### src/rtl/ssind_pkg.sv
// Package for the soft starter status indication block.
// Assumes one 200 MHz system clock shared by every user of these constants.
package ssind_pkg;

    // ------------------------------------------------------------------
    // State codes shown on the display terminal
    // ------------------------------------------------------------------
    typedef enum logic [4:0]
    {
        SSIND_ST_READY       = 5'h00,
        SSIND_ST_NO_MAINS    = 5'h01,
        SSIND_ST_CSL_WARN    = 5'h02,
        SSIND_ST_RUNNING     = 5'h03,
        SSIND_ST_BYPASS      = 5'h04,
        SSIND_ST_RAMP_UP     = 5'h05,
        SSIND_ST_RAMP_DOWN   = 5'h06,
        SSIND_ST_RESTART_W   = 5'h07,
        SSIND_ST_FAULT       = 5'h08,
        SSIND_ST_FREEWHEEL   = 5'h09,
        SSIND_ST_BRAKING     = 5'h0A,
        SSIND_ST_CASCADE_W   = 5'h0B,
        SSIND_ST_CUR_LIMIT   = 5'h0C,
        SSIND_ST_PREHEAT_DLY = 5'h0D,
        SSIND_ST_PREHEAT_INJ = 5'h0E,
        SSIND_ST_SMALL_TEST  = 5'h0F,
        SSIND_ST_FW_UPDATE   = 5'h10,
        SSIND_ST_DEMO        = 5'h11
    } ssind_state_t;

    // ------------------------------------------------------------------
    // Status LED colour codes
    // ------------------------------------------------------------------
    typedef enum logic [1:0]
    {
        SSIND_LED_OFF    = 2'h0,
        SSIND_LED_GREEN  = 2'h1,
        SSIND_LED_YELLOW = 2'h2
    } ssind_color_t;

    // ------------------------------------------------------------------
    // Timing and reset values
    // ------------------------------------------------------------------
    localparam int          SSIND_CLK_MHZ         = 200;
    localparam int          SSIND_FLASH_MS        = 500;  // Slow flash half period.
    localparam int          SSIND_BLINK_MS        = 125;  // Fast blink half period.
    localparam int          SSIND_ACT_MS          = 50;   // Serial activity stretch.
    localparam int          SSIND_FLASH_CYC       = SSIND_FLASH_MS * 1000 * SSIND_CLK_MHZ;
    localparam int          SSIND_BLINK_CYC       = SSIND_BLINK_MS * 1000 * SSIND_CLK_MHZ;
    localparam int          SSIND_ACT_CYC         = SSIND_ACT_MS * 1000 * SSIND_CLK_MHZ;
    localparam logic [1:0]  SSIND_CSL_RESP_WARN   = 2'h2;
    localparam logic [3:0]  SSIND_SEL_MOTOR_CUR   = 4'h0;
    localparam logic [3:0]  SSIND_SEL_RESET       = SSIND_SEL_MOTOR_CUR;
    localparam int          SSIND_SYNC_LEN        = 3;

endpackage : ssind_pkg

### src/rtl/ssind_top.sv
// Status indication logic: front-panel LEDs and display state selection.
// Assumes sequencing inputs are on ref_clk_in; the serial activity line is asynchronous.
//
// Function
// Status LED dark when the starter is not ready to start.
// Status LED flashes green when idle and ready to start.
// Status LED blinks green, faster pattern, during ramps and other transitions.
// Status LED steady green while running.
// Status LED steady yellow during an identify-unit request.
// Warning LED flashes red when any warning is present.
// Warning LED steady red when an error is present.
// Serial LED flashes yellow on Modbus activity, dark otherwise.
// Detected error gives the fault state; display shows fault code.
// Running shows a selectable monitored value; reset selection is motor current.
// No run command with mains present reports ready.
// No run command with mains absent reports no mains.
// Supply loss, not running, response code 2 raises the supply-loss warning.
// Bypass, ramp up and ramp down each report their own state.
// Restart wait reported while the start delay runs.
// Freewheel reported when the serial link forced a freewheel stop.
// Braking reported while braking is active.
// Cascade wait reported while awaiting a run or stop command.
// Current limit reported and the displayed value flashes meanwhile.
// Preheat reported in two steps: delay running, then current injected.
// Small motor test, firmware update and demo each have a state.
// Parameter writes stay enabled in the fault state.
// Fixed priority: fault, special modes, warnings, running sub-states, idle.
`timescale 1ns/1ps

module ssind_top
#(
    parameter int FLASH_CYC = ssind_pkg::SSIND_FLASH_CYC,
    parameter int BLINK_CYC = ssind_pkg::SSIND_BLINK_CYC,
    parameter int ACT_CYC   = ssind_pkg::SSIND_ACT_CYC
)
(
    // Clock and reset.
    input  wire logic        ref_clk_in,
    input  wire logic        reset_in,
    // Sequencing conditions.
    input  wire logic        error_in,
    input  wire logic        warning_in,
    input  wire logic        run_cmd_in,
    input  wire logic        mains_ok_in,
    input  wire logic        running_in,
    input  wire logic        ctrl_supply_lost_in,
    input  wire logic [1:0]  ctrl_supply_loss_response_in,
    input  wire logic        bypass_in,
    input  wire logic        ramp_up_in,
    input  wire logic        ramp_down_in,
    input  wire logic        restart_delay_in,
    input  wire logic        freewheel_in,
    input  wire logic        braking_in,
    input  wire logic        cascade_mode_in,
    input  wire logic        current_limit_in,
    input  wire logic        preheat_order_in,
    input  wire logic        pre_preheat_delay_done_in,
    input  wire logic        small_motor_test_in,
    input  wire logic        fw_update_in,
    input  wire logic        demo_in,
    input  wire logic        identify_in,
    // Display selection.
    input  wire logic        display_sel_we_in,
    input  wire logic [3:0]  display_sel_in,
    // Serial port activity, asynchronous.
    input  wire logic        serial_rx_act_in,
    // Display outputs.
    output logic [4:0]       state_code_out,
    output logic             show_value_out,
    output logic [3:0]       display_select_menu_out,
    output logic             value_flash_out,
    output logic             param_write_en_out,
    // LED outputs.
    output logic             status_green_out,
    output logic             status_yellow_out,
    output logic             warn_red_out,
    output logic             serial_activity_led_out
);

    // ------------------------------------------------------------------
    // Pattern timers
    // ------------------------------------------------------------------
    logic [31:0] flash_cnt_reg;
    logic [31:0] blink_cnt_reg;
    logic        flash_ph_reg;
    logic        blink_ph_reg;

    // Free-running slow flash phase; a shared phase keeps the ready flash, warning flash and value flash in step.
    always_ff @(posedge ref_clk_in or posedge reset_in)
    begin
        if (reset_in)
        begin
            flash_cnt_reg <= 32'h0;
            flash_ph_reg  <= 1'b0;
        end
        else if (flash_cnt_reg >= 32'(FLASH_CYC - 1))
        begin
            flash_cnt_reg <= 32'h0;
            flash_ph_reg  <= ~flash_ph_reg;
        end
        else
        begin
            flash_cnt_reg <= flash_cnt_reg + 32'h1;
        end
    end

    // Faster blink phase, so transitions look different from ready.
    always_ff @(posedge ref_clk_in or posedge reset_in)
    begin
        if (reset_in)
        begin
            blink_cnt_reg <= 32'h0;
            blink_ph_reg  <= 1'b0;
        end
        else if (blink_cnt_reg >= 32'(BLINK_CYC - 1))
        begin
            blink_cnt_reg <= 32'h0;
            blink_ph_reg  <= ~blink_ph_reg;
        end
        else
        begin
            blink_cnt_reg <= blink_cnt_reg + 32'h1;
        end
    end

    // ------------------------------------------------------------------
    // State selection
    // ------------------------------------------------------------------
    ssind_pkg::ssind_state_t state_next;
    logic                    csl_warn;

    assign csl_warn = ctrl_supply_lost_in && !running_in
                      && (ctrl_supply_loss_response_in == ssind_pkg::SSIND_CSL_RESP_WARN);

    // Priority chain; earlier branches mask later ones by design.
    always_comb
    begin
        if (error_in)
            state_next = ssind_pkg::SSIND_ST_FAULT;                 // see
        else if (fw_update_in)
            state_next = ssind_pkg::SSIND_ST_FW_UPDATE;
        else if (small_motor_test_in)
            state_next = ssind_pkg::SSIND_ST_SMALL_TEST;
        else if (demo_in)
            state_next = ssind_pkg::SSIND_ST_DEMO;
        else if (csl_warn)
            state_next = ssind_pkg::SSIND_ST_CSL_WARN;
        else if (freewheel_in)
            state_next = ssind_pkg::SSIND_ST_FREEWHEEL;
        else if (braking_in)
            state_next = ssind_pkg::SSIND_ST_BRAKING;
        else if (current_limit_in)
            state_next = ssind_pkg::SSIND_ST_CUR_LIMIT;
        else if (ramp_up_in)
            state_next = ssind_pkg::SSIND_ST_RAMP_UP;
        else if (ramp_down_in)
            state_next = ssind_pkg::SSIND_ST_RAMP_DOWN;
        else if (bypass_in)
            state_next = ssind_pkg::SSIND_ST_BYPASS;
        else if (running_in)
            state_next = ssind_pkg::SSIND_ST_RUNNING;
        else if (preheat_order_in && !pre_preheat_delay_done_in)
            state_next = ssind_pkg::SSIND_ST_PREHEAT_DLY;
        else if (preheat_order_in)
            state_next = ssind_pkg::SSIND_ST_PREHEAT_INJ;
        else if (restart_delay_in)
            state_next = ssind_pkg::SSIND_ST_RESTART_W;
        else if (cascade_mode_in)
            state_next = ssind_pkg::SSIND_ST_CASCADE_W;
        else if (!run_cmd_in && mains_ok_in)
            state_next = ssind_pkg::SSIND_ST_READY;
        else
            state_next = ssind_pkg::SSIND_ST_NO_MAINS;
    end

    ssind_pkg::ssind_state_t state_reg;

    // Registered state is not read; the display code is registered separately from state_next.
    always_ff @(posedge ref_clk_in or posedge reset_in)
    begin
        if (reset_in)
            state_reg <= ssind_pkg::SSIND_ST_NO_MAINS;
        else
            state_reg <= state_next;
    end

    // ------------------------------------------------------------------
    // Display outputs
    // ------------------------------------------------------------------
    logic run_like;

    assign run_like = (state_next == ssind_pkg::SSIND_ST_RUNNING)
                      || (state_next == ssind_pkg::SSIND_ST_BYPASS)
                      || (state_next == ssind_pkg::SSIND_ST_CUR_LIMIT);

    // Monitored value shown while running; fault keeps parameters writable.
    always_ff @(posedge ref_clk_in or posedge reset_in)
    begin
        if (reset_in)
        begin
            state_code_out     <= 5'h01;
            show_value_out     <= 1'b0;
            value_flash_out    <= 1'b0;
            param_write_en_out <= 1'b1;
        end
        else
        begin
            state_code_out     <= state_next;
            show_value_out     <= run_like;
            value_flash_out    <= (state_next == ssind_pkg::SSIND_ST_CUR_LIMIT)
                                  && flash_ph_reg;
            param_write_en_out <= 1'b1;
        end
    end

    // Selection of the monitored value; reset picks motor current.
    always_ff @(posedge ref_clk_in or posedge reset_in)
    begin
        if (reset_in)
            display_select_menu_out <= ssind_pkg::SSIND_SEL_RESET;
        else if (display_sel_we_in)
            display_select_menu_out <= display_sel_in;
    end

    // ------------------------------------------------------------------
    // Status and warning LEDs
    // ------------------------------------------------------------------
    logic transitory;

    assign transitory = (state_next == ssind_pkg::SSIND_ST_RAMP_UP)
                        || (state_next == ssind_pkg::SSIND_ST_RAMP_DOWN)
                        || (state_next == ssind_pkg::SSIND_ST_BRAKING)
                        || (state_next == ssind_pkg::SSIND_ST_PREHEAT_DLY)
                        || (state_next == ssind_pkg::SSIND_ST_PREHEAT_INJ)
                        || (state_next == ssind_pkg::SSIND_ST_RESTART_W);

    // Identify overrides colour so the unit is found even while running.
    always_ff @(posedge ref_clk_in or posedge reset_in)
    begin
        if (reset_in)
        begin
            status_green_out  <= 1'b0;
            status_yellow_out <= 1'b0;
        end
        else if (identify_in)
        begin
            status_green_out  <= 1'b0;
            status_yellow_out <= 1'b1;
        end
        else
        begin
            status_yellow_out <= 1'b0;
            if (run_like)
                status_green_out <= 1'b1;
            else if (transitory)
                status_green_out <= blink_ph_reg;
            else if (state_next == ssind_pkg::SSIND_ST_READY)
                status_green_out <= flash_ph_reg;
            else
                status_green_out <= 1'b0;
        end
    end

    // Error beats warning on the shared red LED.
    always_ff @(posedge ref_clk_in or posedge reset_in)
    begin
        if (reset_in)
            warn_red_out <= 1'b0;
        else if (error_in)
            warn_red_out <= 1'b1;
        else
            warn_red_out <= (warning_in || csl_warn) && flash_ph_reg;
    end

    // ------------------------------------------------------------------
    // Serial activity LED
    // ------------------------------------------------------------------
    logic [ssind_pkg::SSIND_SYNC_LEN-1:0] act_sync_reg;
    logic [31:0]                          act_cnt_reg;

    // Three-stage synchroniser; only stages two and three are compared.
    always_ff @(posedge ref_clk_in or posedge reset_in)
    begin
        if (reset_in)
            act_sync_reg <= 3'h0;
        else
            act_sync_reg <= {act_sync_reg[1:0], serial_rx_act_in};
    end

    // Each settled edge restarts a stretch so short bursts stay visible.
    always_ff @(posedge ref_clk_in or posedge reset_in)
    begin
        if (reset_in)
        begin
            act_cnt_reg             <= 32'h0;
            serial_activity_led_out <= 1'b0;
        end
        else
        begin
            if (act_sync_reg[1] != act_sync_reg[2])
                act_cnt_reg <= 32'(ACT_CYC);
            else if (act_cnt_reg != 32'h0)
                act_cnt_reg <= act_cnt_reg - 32'h1;
            serial_activity_led_out <= (act_cnt_reg != 32'h0) && blink_ph_reg;
        end
    end

endmodule : ssind_top

### config.mk
export PLATFORM = sky130hd
export DESIGN_NAME = ssind_top
export DESIGN_NICKNAME = d
export VERILOG_FILES = /design/src/rtl/ssind_pkg.sv /design/src/rtl/ssind_top.sv
export SDC_FILE = /design/constraint.sdc
export NUM_CORES = 1
export LEC_CHECK = 0
export ABC_AREA = 1
export BUFFER_PORTS_ARGS = -buffer_cell sky130_fd_sc_hd__buf_4
export CAP_MARGIN = 20
export CORE_ASPECT_RATIO = 0.7
export CORE_MARGIN = 5
export CORE_UTILIZATION = 35
export CTS_CLUSTER_SIZE = 28
export DETAILED_ROUTE_END_ITERATION = 10
export SYNTH_ARGS = -nofsm -noshare
export SYNTH_HDL_FRONTEND = slang
export SYNTH_SLANG_ARGS = --single-unit
### constraint.sdc
create_clock -name ref_clk_in -period 4.8 [get_ports ref_clk_in]
set_input_delay 1.44 -clock ref_clk_in [delete_from_list [all_inputs] [get_ports ref_clk_in]]
set_output_delay 1.44 -clock ref_clk_in [all_outputs]
set_load 0.01 [all_outputs]
Yosys cells after proc, flatten, opt, wreduce, memory -nomap -nowiden
Cells that the tools add are included.

Bits in registers: 116. Output and inout bits: 16. Input bits: 30.

Reduce and logical (&&, ||, !) cells: 21. Muxes and demuxes: 27. Eq/ne operators: 11. Order comparisons: 2. $add $sub $neg: 3. Bitwise operators: 2.

Operators with widths (count): $mux 32 (4); $add 32x1->32 const B (2); $mux 4 (12); $ge 32x25->1 const B (1); $ge 32x27->1 const B (1); $reduce_bool 32->1 (1); $sub 32x1->32 const B (1); $eq 5x3->1 const B (4); $eq 5x4->1 const B (4); $mux 5 (4); $logic_or 1x1->1 (8); $logic_and 1x1->1 (7); $mux 1 (7); $eq 5x2->1 const B (1); $logic_not 5->1 (1); $logic_not 1->1 (3); $eq 2x2->1 const B (1); $not 1->1 (2); $reduce_bool 2->1 (1); $ne 1x1->1 (1).

Longest topological paths before layout
Depth in word-level cells: 28. Depth in mapped cells: 16. Mapped depth without buffers: 16.

Least setup slack after synthesis
OpenSTA, ideal clock, no wires.

Path type: input to register. Start: in bypass_in. End: reg status_green_out. Setup slack: 2.202 ns. Path buffers: 0. Setup time: 0.116 ns. Stages: 12. Arrival time: 2.483 ns. Required time: 4.684 ns. Cell sequence: nor2_1 > nand2_1 > o21ai_0 > nor2_1 > o21ai_0 > inv_1 > nand2_1 > nand3_1 > nand3_1 > nand2_1 > nor2_1 > nor2_1.

Word-level cells in the longest chain between the ends: 20. Elaborated cells on any way between the ends: 32.

Ends and longest elaborated chain: from (decl) (RTL line ssind_top.sv:48) `input wire logic bypass_in,`; $mux 4 (*) (RTL line ssind_top.sv:158) `else if (bypass_in)`; $mux 4 (*) (RTL line ssind_top.sv:156) `else if (ramp_down_in)`; $mux 4 (*) (RTL line ssind_top.sv:154) `else if (ramp_up_in)`; $mux 4 (*) (RTL line ssind_top.sv:152) `else if (current_limit_in)`; $mux 4 (*) (RTL line ssind_top.sv:150) `else if (braking_in)`; $mux 4 (*) (RTL line ssind_top.sv:148) `else if (freewheel_in)`; $mux 4 (*) (RTL line ssind_top.sv:146) `else if (csl_warn)`; $mux 5 (*) (RTL line ssind_top.sv:144) `else if (demo_in)`; [... 3 more ...]; named net state_next[2] (RTL line ssind_top.sv:129) `ssind_pkg::ssind_state_t state_next;`; [... 1 more ...]; $logic_or 1x1->1 (RTL line ssind_top.sv:231) `|| (state_next == ssind_pkg::SSIND_ST_RAMP_DOWN)`; $logic_or 1x1->1 (RTL line ssind_top.sv:232) `|| (state_next == ssind_pkg::SSIND_ST_BRAKING)`; $logic_or 1x1->1 (RTL line ssind_top.sv:233) `|| (state_next == ssind_pkg::SSIND_ST_PREHEAT_DLY)`; $logic_or 1x1->1 (RTL line ssind_top.sv:234) `|| (state_next == ssind_pkg::SSIND_ST_PREHEAT_INJ)`; $logic_or 1x1->1 (RTL line ssind_top.sv:235) `|| (state_next == ssind_pkg::SSIND_ST_RESTART_W);`; $mux 1 (RTL line ssind_top.sv:255) `else if (transitory)`; $mux 1 (*) (RTL line ssind_top.sv:253) `if (run_like)`; $mux 1 (*) (RTL line ssind_top.sv:245) `else if (identify_in)`; to (signal assigned) (RTL line ssind_top.sv:256) `status_green_out <= blink_ph_reg;`; to (signal assigned) (RTL line ssind_top.sv:258) `status_green_out <= flash_ph_reg;`; to (decl) (RTL line ssind_top.sv:74) `output logic status_green_out,`.

The timed path passes the listed nets; every way through them passes the cells marked *. A chain may end at the register's enable or synchronous reset.

Final worst setup path
Same ends and word-level chain as after synthesis.

==> out/metrics.cfg <==
[synthesis]
synth_compound_area_frac=0.0633
synth.top_cells.by_area=dfrtp_1 (48%), nor2_1 (7.2%), nand2_1 (6.7%), inv_1 (5.8%), xor2_1 (4.1%)
ys_ff_latch=116
synth_area_leader_cell=dfrtp_1
syn-mean-instance-area_um2=8.53
yosys_warnings=0
synth_area_mm2=0.00597
synth_edf_count=0
synth_top_area_frac=0.482
synth_fa_ha_area_frac=0.00629
synthXorXnorAreaFrac=0.0572
synthMuxAreaShare=0.00754
synth_top_family_by_area=simple AND/OR/NAND/NOR gates
async_flop_share=1.00
synth_cell_types=51
synth_seq_area_share=0.486
netlist_instances=700
synth_flop_cell=dfrtp_1
synth-simple-area-share=0.307

[floorplan]
die_w_um=166
dieArea_mm2=0.0198
rows=40
initial_utilization=0.352
die_h_um=119
pin_count=46
core-area_mm2=0.0170

[sta]
finalSetupViolations=0
tightest_slew_ns=0.612
tns_ns=0
final-hold-violation-count=0
fin_skew_ns=0.00842
post-route-period-util=0.528
rsz0062_at_grt=no
max_freq_ghz=0.395
period_minus_slack_ns=2.53
slew_headroom=0.592
slew_violations=0

[final_layout]
drive_above_1_share=0.177
finish.net_count=806
fin_area_mm2=0.00723
areaGrowthSynthToFinish_pct=21.0
fin_cells=1017
final_common_cell=dfrtp_1
layout_common_cells=dfrtp_1 (115), nor2_1 (114), nand2_1 (106)
fill_cells=1639
num_antenna_cells=0

[route]
drtIter0Drc=346
first_pass_iters=5
vias_per_cell=4.51
wl_um=12100
drcViolationCount=0
vias=4589
ant_nets=0
routedWlPerCell_um=11.9

[cts]
cts.reportedPaths.clkPinSlew_ns=0.05
clock_sinks=116
cts_tree=built
cts_hold_buffers=0
clk_latency_ns=0.40
root_buffer=clkbuf_16
post_cts_buffers=0
ctsLongestPathBuffers=2
cts_resized=0
numCtsBuffers=17
h-tree-depth=4

[worst_setup_path]
cp_max_fo=5
crit_slowest_cell=o21ai_0
crit_family=simple AND/OR/NAND/NOR gates
cp-end-kind=flip-flop
worst-setup-path-type=in -> reg
cp_common_cell=nor2_1
cp_cell_sequence=buf_4 -> nor2_1 -> nand2_1 -> o21ai_0 -> nor2_1 -> o21ai_0 -> inv_1 -> nand2_1 -> nand3_1 -> nand3_1 -> nand2_1 -> nor2_1 -> nor2_1
worst_path_largest_cell_delay_ns=0.21
critPathRequiredTime_ns=5.09
arrival_ns=2.83
startpoint_type=input port
critPathBufInv=2

[power]
p_per_area_mw_per_mm2=357
ir_worst_vdd_uv=219
internal_power_mw=1.96
p_sw_frac=0.240
power_frac_clock=0.492
p_leak_nw=3.21
switchingPower_uw=619
seq_power_share=0.412
p_comb_frac=0.096

[place]
dp_cells=985
post-dp-hpwl_um=8860
io_buffers=44
placed_cell_area_mm2=0.00663
gp_congestion=0.834

[grt]
grt_pass1_vias=4275
grt_use_total=0.127
grt_max_degree=51
grt_overflow=0
grt_antenna_before_repair=0
grt_pass1_wl_um=20800

[flow_run]
cap_violations=0

[status]
status=complete, no violations

[hold_path]
holdCritPathClass=reg -> reg

==> path summary, 6_finish.rpt <==
| kind | from | endpoint | slack [ns] | cells past startpoint |
|---|---|---|---|---|
| min in group asynchronous | reset_in | flash_cnt_reg[18] | 1.13 | 2 |
| min | act_sync_reg[0] | act_sync_reg[1] | 0.35 | 0 |
| min reg2reg | act_sync_reg[0] | act_sync_reg[1] | 0.35 | 0 |
| max in group asynchronous | reset_in | blink_cnt_reg[4] | 2.91 | 3 |
| max reg2reg | act_cnt_reg[0] | act_cnt_reg[0] | 2.49 | 12 |
| max | bypass_in | status_green_out | 2.27 | 13 |
==> power groups by stage <==
stage,sequential (mW),combinational (mW),clock [mW]
6_report,1.06,0.249,1.27
5_1_grt,1.07,0.281,1.35
4_1_cts,1.06,0.251,1.30
3_5_place_dp,1.08,0.251,0
3_3_place_gp,1.08,0.250,0
2_1_floorplan,1.07,0.165,0
==> Yosys cell counts, types with 4 or more instances <==
cell / number
nand4_1: 14
nor2_2: 11
nor2_4: 8
dfrtp_1: 115
inv_1: 93
inv_2: 4
o21ai_0: 22
nand2_2: 6
xnor2_1: 11
nor2_1: 114
nand3_2: 5
a21oi_1: 26
o21a_1: 4
nor4_1: 10
mux2_2: 4
nor3_1: 33
nand2_1: 106
nand3_1: 29
nor3b_1: 6
xor2_1: 28
==> worst register-to-register path, stage by stage, from the launching register on <==
cell	delay (ns)
dfrtp_1	0.38
inv_1	0.08
ha_1	0.20
nand2_1	0.08
nor2_2	0.20
inv_1	0.08
nor2_1	0.12
nand2_1	0.09
nor4_2	0.46
nand2_1	0.26
clkinv_1	0.16
nand2_1	0.05
o21ai_0	0.07
==> metrics by stage <==
| step | hold slack [ns] | power (mW) | util | worst slack (ns) |
|---|---|---|---|---|
| global route | 0.356 | 2.69 | 0.426 | 2.03 |
| detailed placement | 0.339 | 1.33 | 0.391 | 1.85 |
| finish | 0.353 | 2.58 | 0.426 | 2.27 |
| global placement | 0.336 | 1.33 | 0.391 | 1.86 |
| floorplan | 0.331 | 1.24 | - | 0.289 |
| CTS | 0.355 | 2.61 | 0.426 | 2.27 |
==> cell families (layout without fill, tap and decap cells) <==
family,Yosys count,count (layout)
other,2,13
muxes,4,4
adders and majority gates,3,3
and+or+nand+nor,362,362
xor gates and xnor gates,39,39
AOI/OAI and AO/OA,67,67
buffers and inverters,107,182
DFF,116,116
==> layer usage <==
metal / share of wire / vias up / wire (um) / GRT usage
li1: - / 2412 / - / -
met5: 0 / - / 0 / 0
met4: 0.0077 / 0 / 93 / 0.0299
met1: 0.56 / 2067 / 6800 / 0.203
met2: 0.38 / 102 / 4630 / 0.166
met3: 0.051 / 8 / 622 / 0.0375
==> layout make-up <==
type | instances | area [um^2] | share of cell area
well taps | 231 | 289 | 0.0400
clock inverters | 10 | 129 | 0.0178
flip-flops and latches | 116 | 2900 | 0.402
multi-input cells | 488 | 2680 | 0.371
repair buffers | 50 | 375 | 0.0519
inverters | 100 | 380 | 0.0526
clock buffers | 22 | 464 | 0.0642
Note: power is estimated with default switching activity, not from simulation.
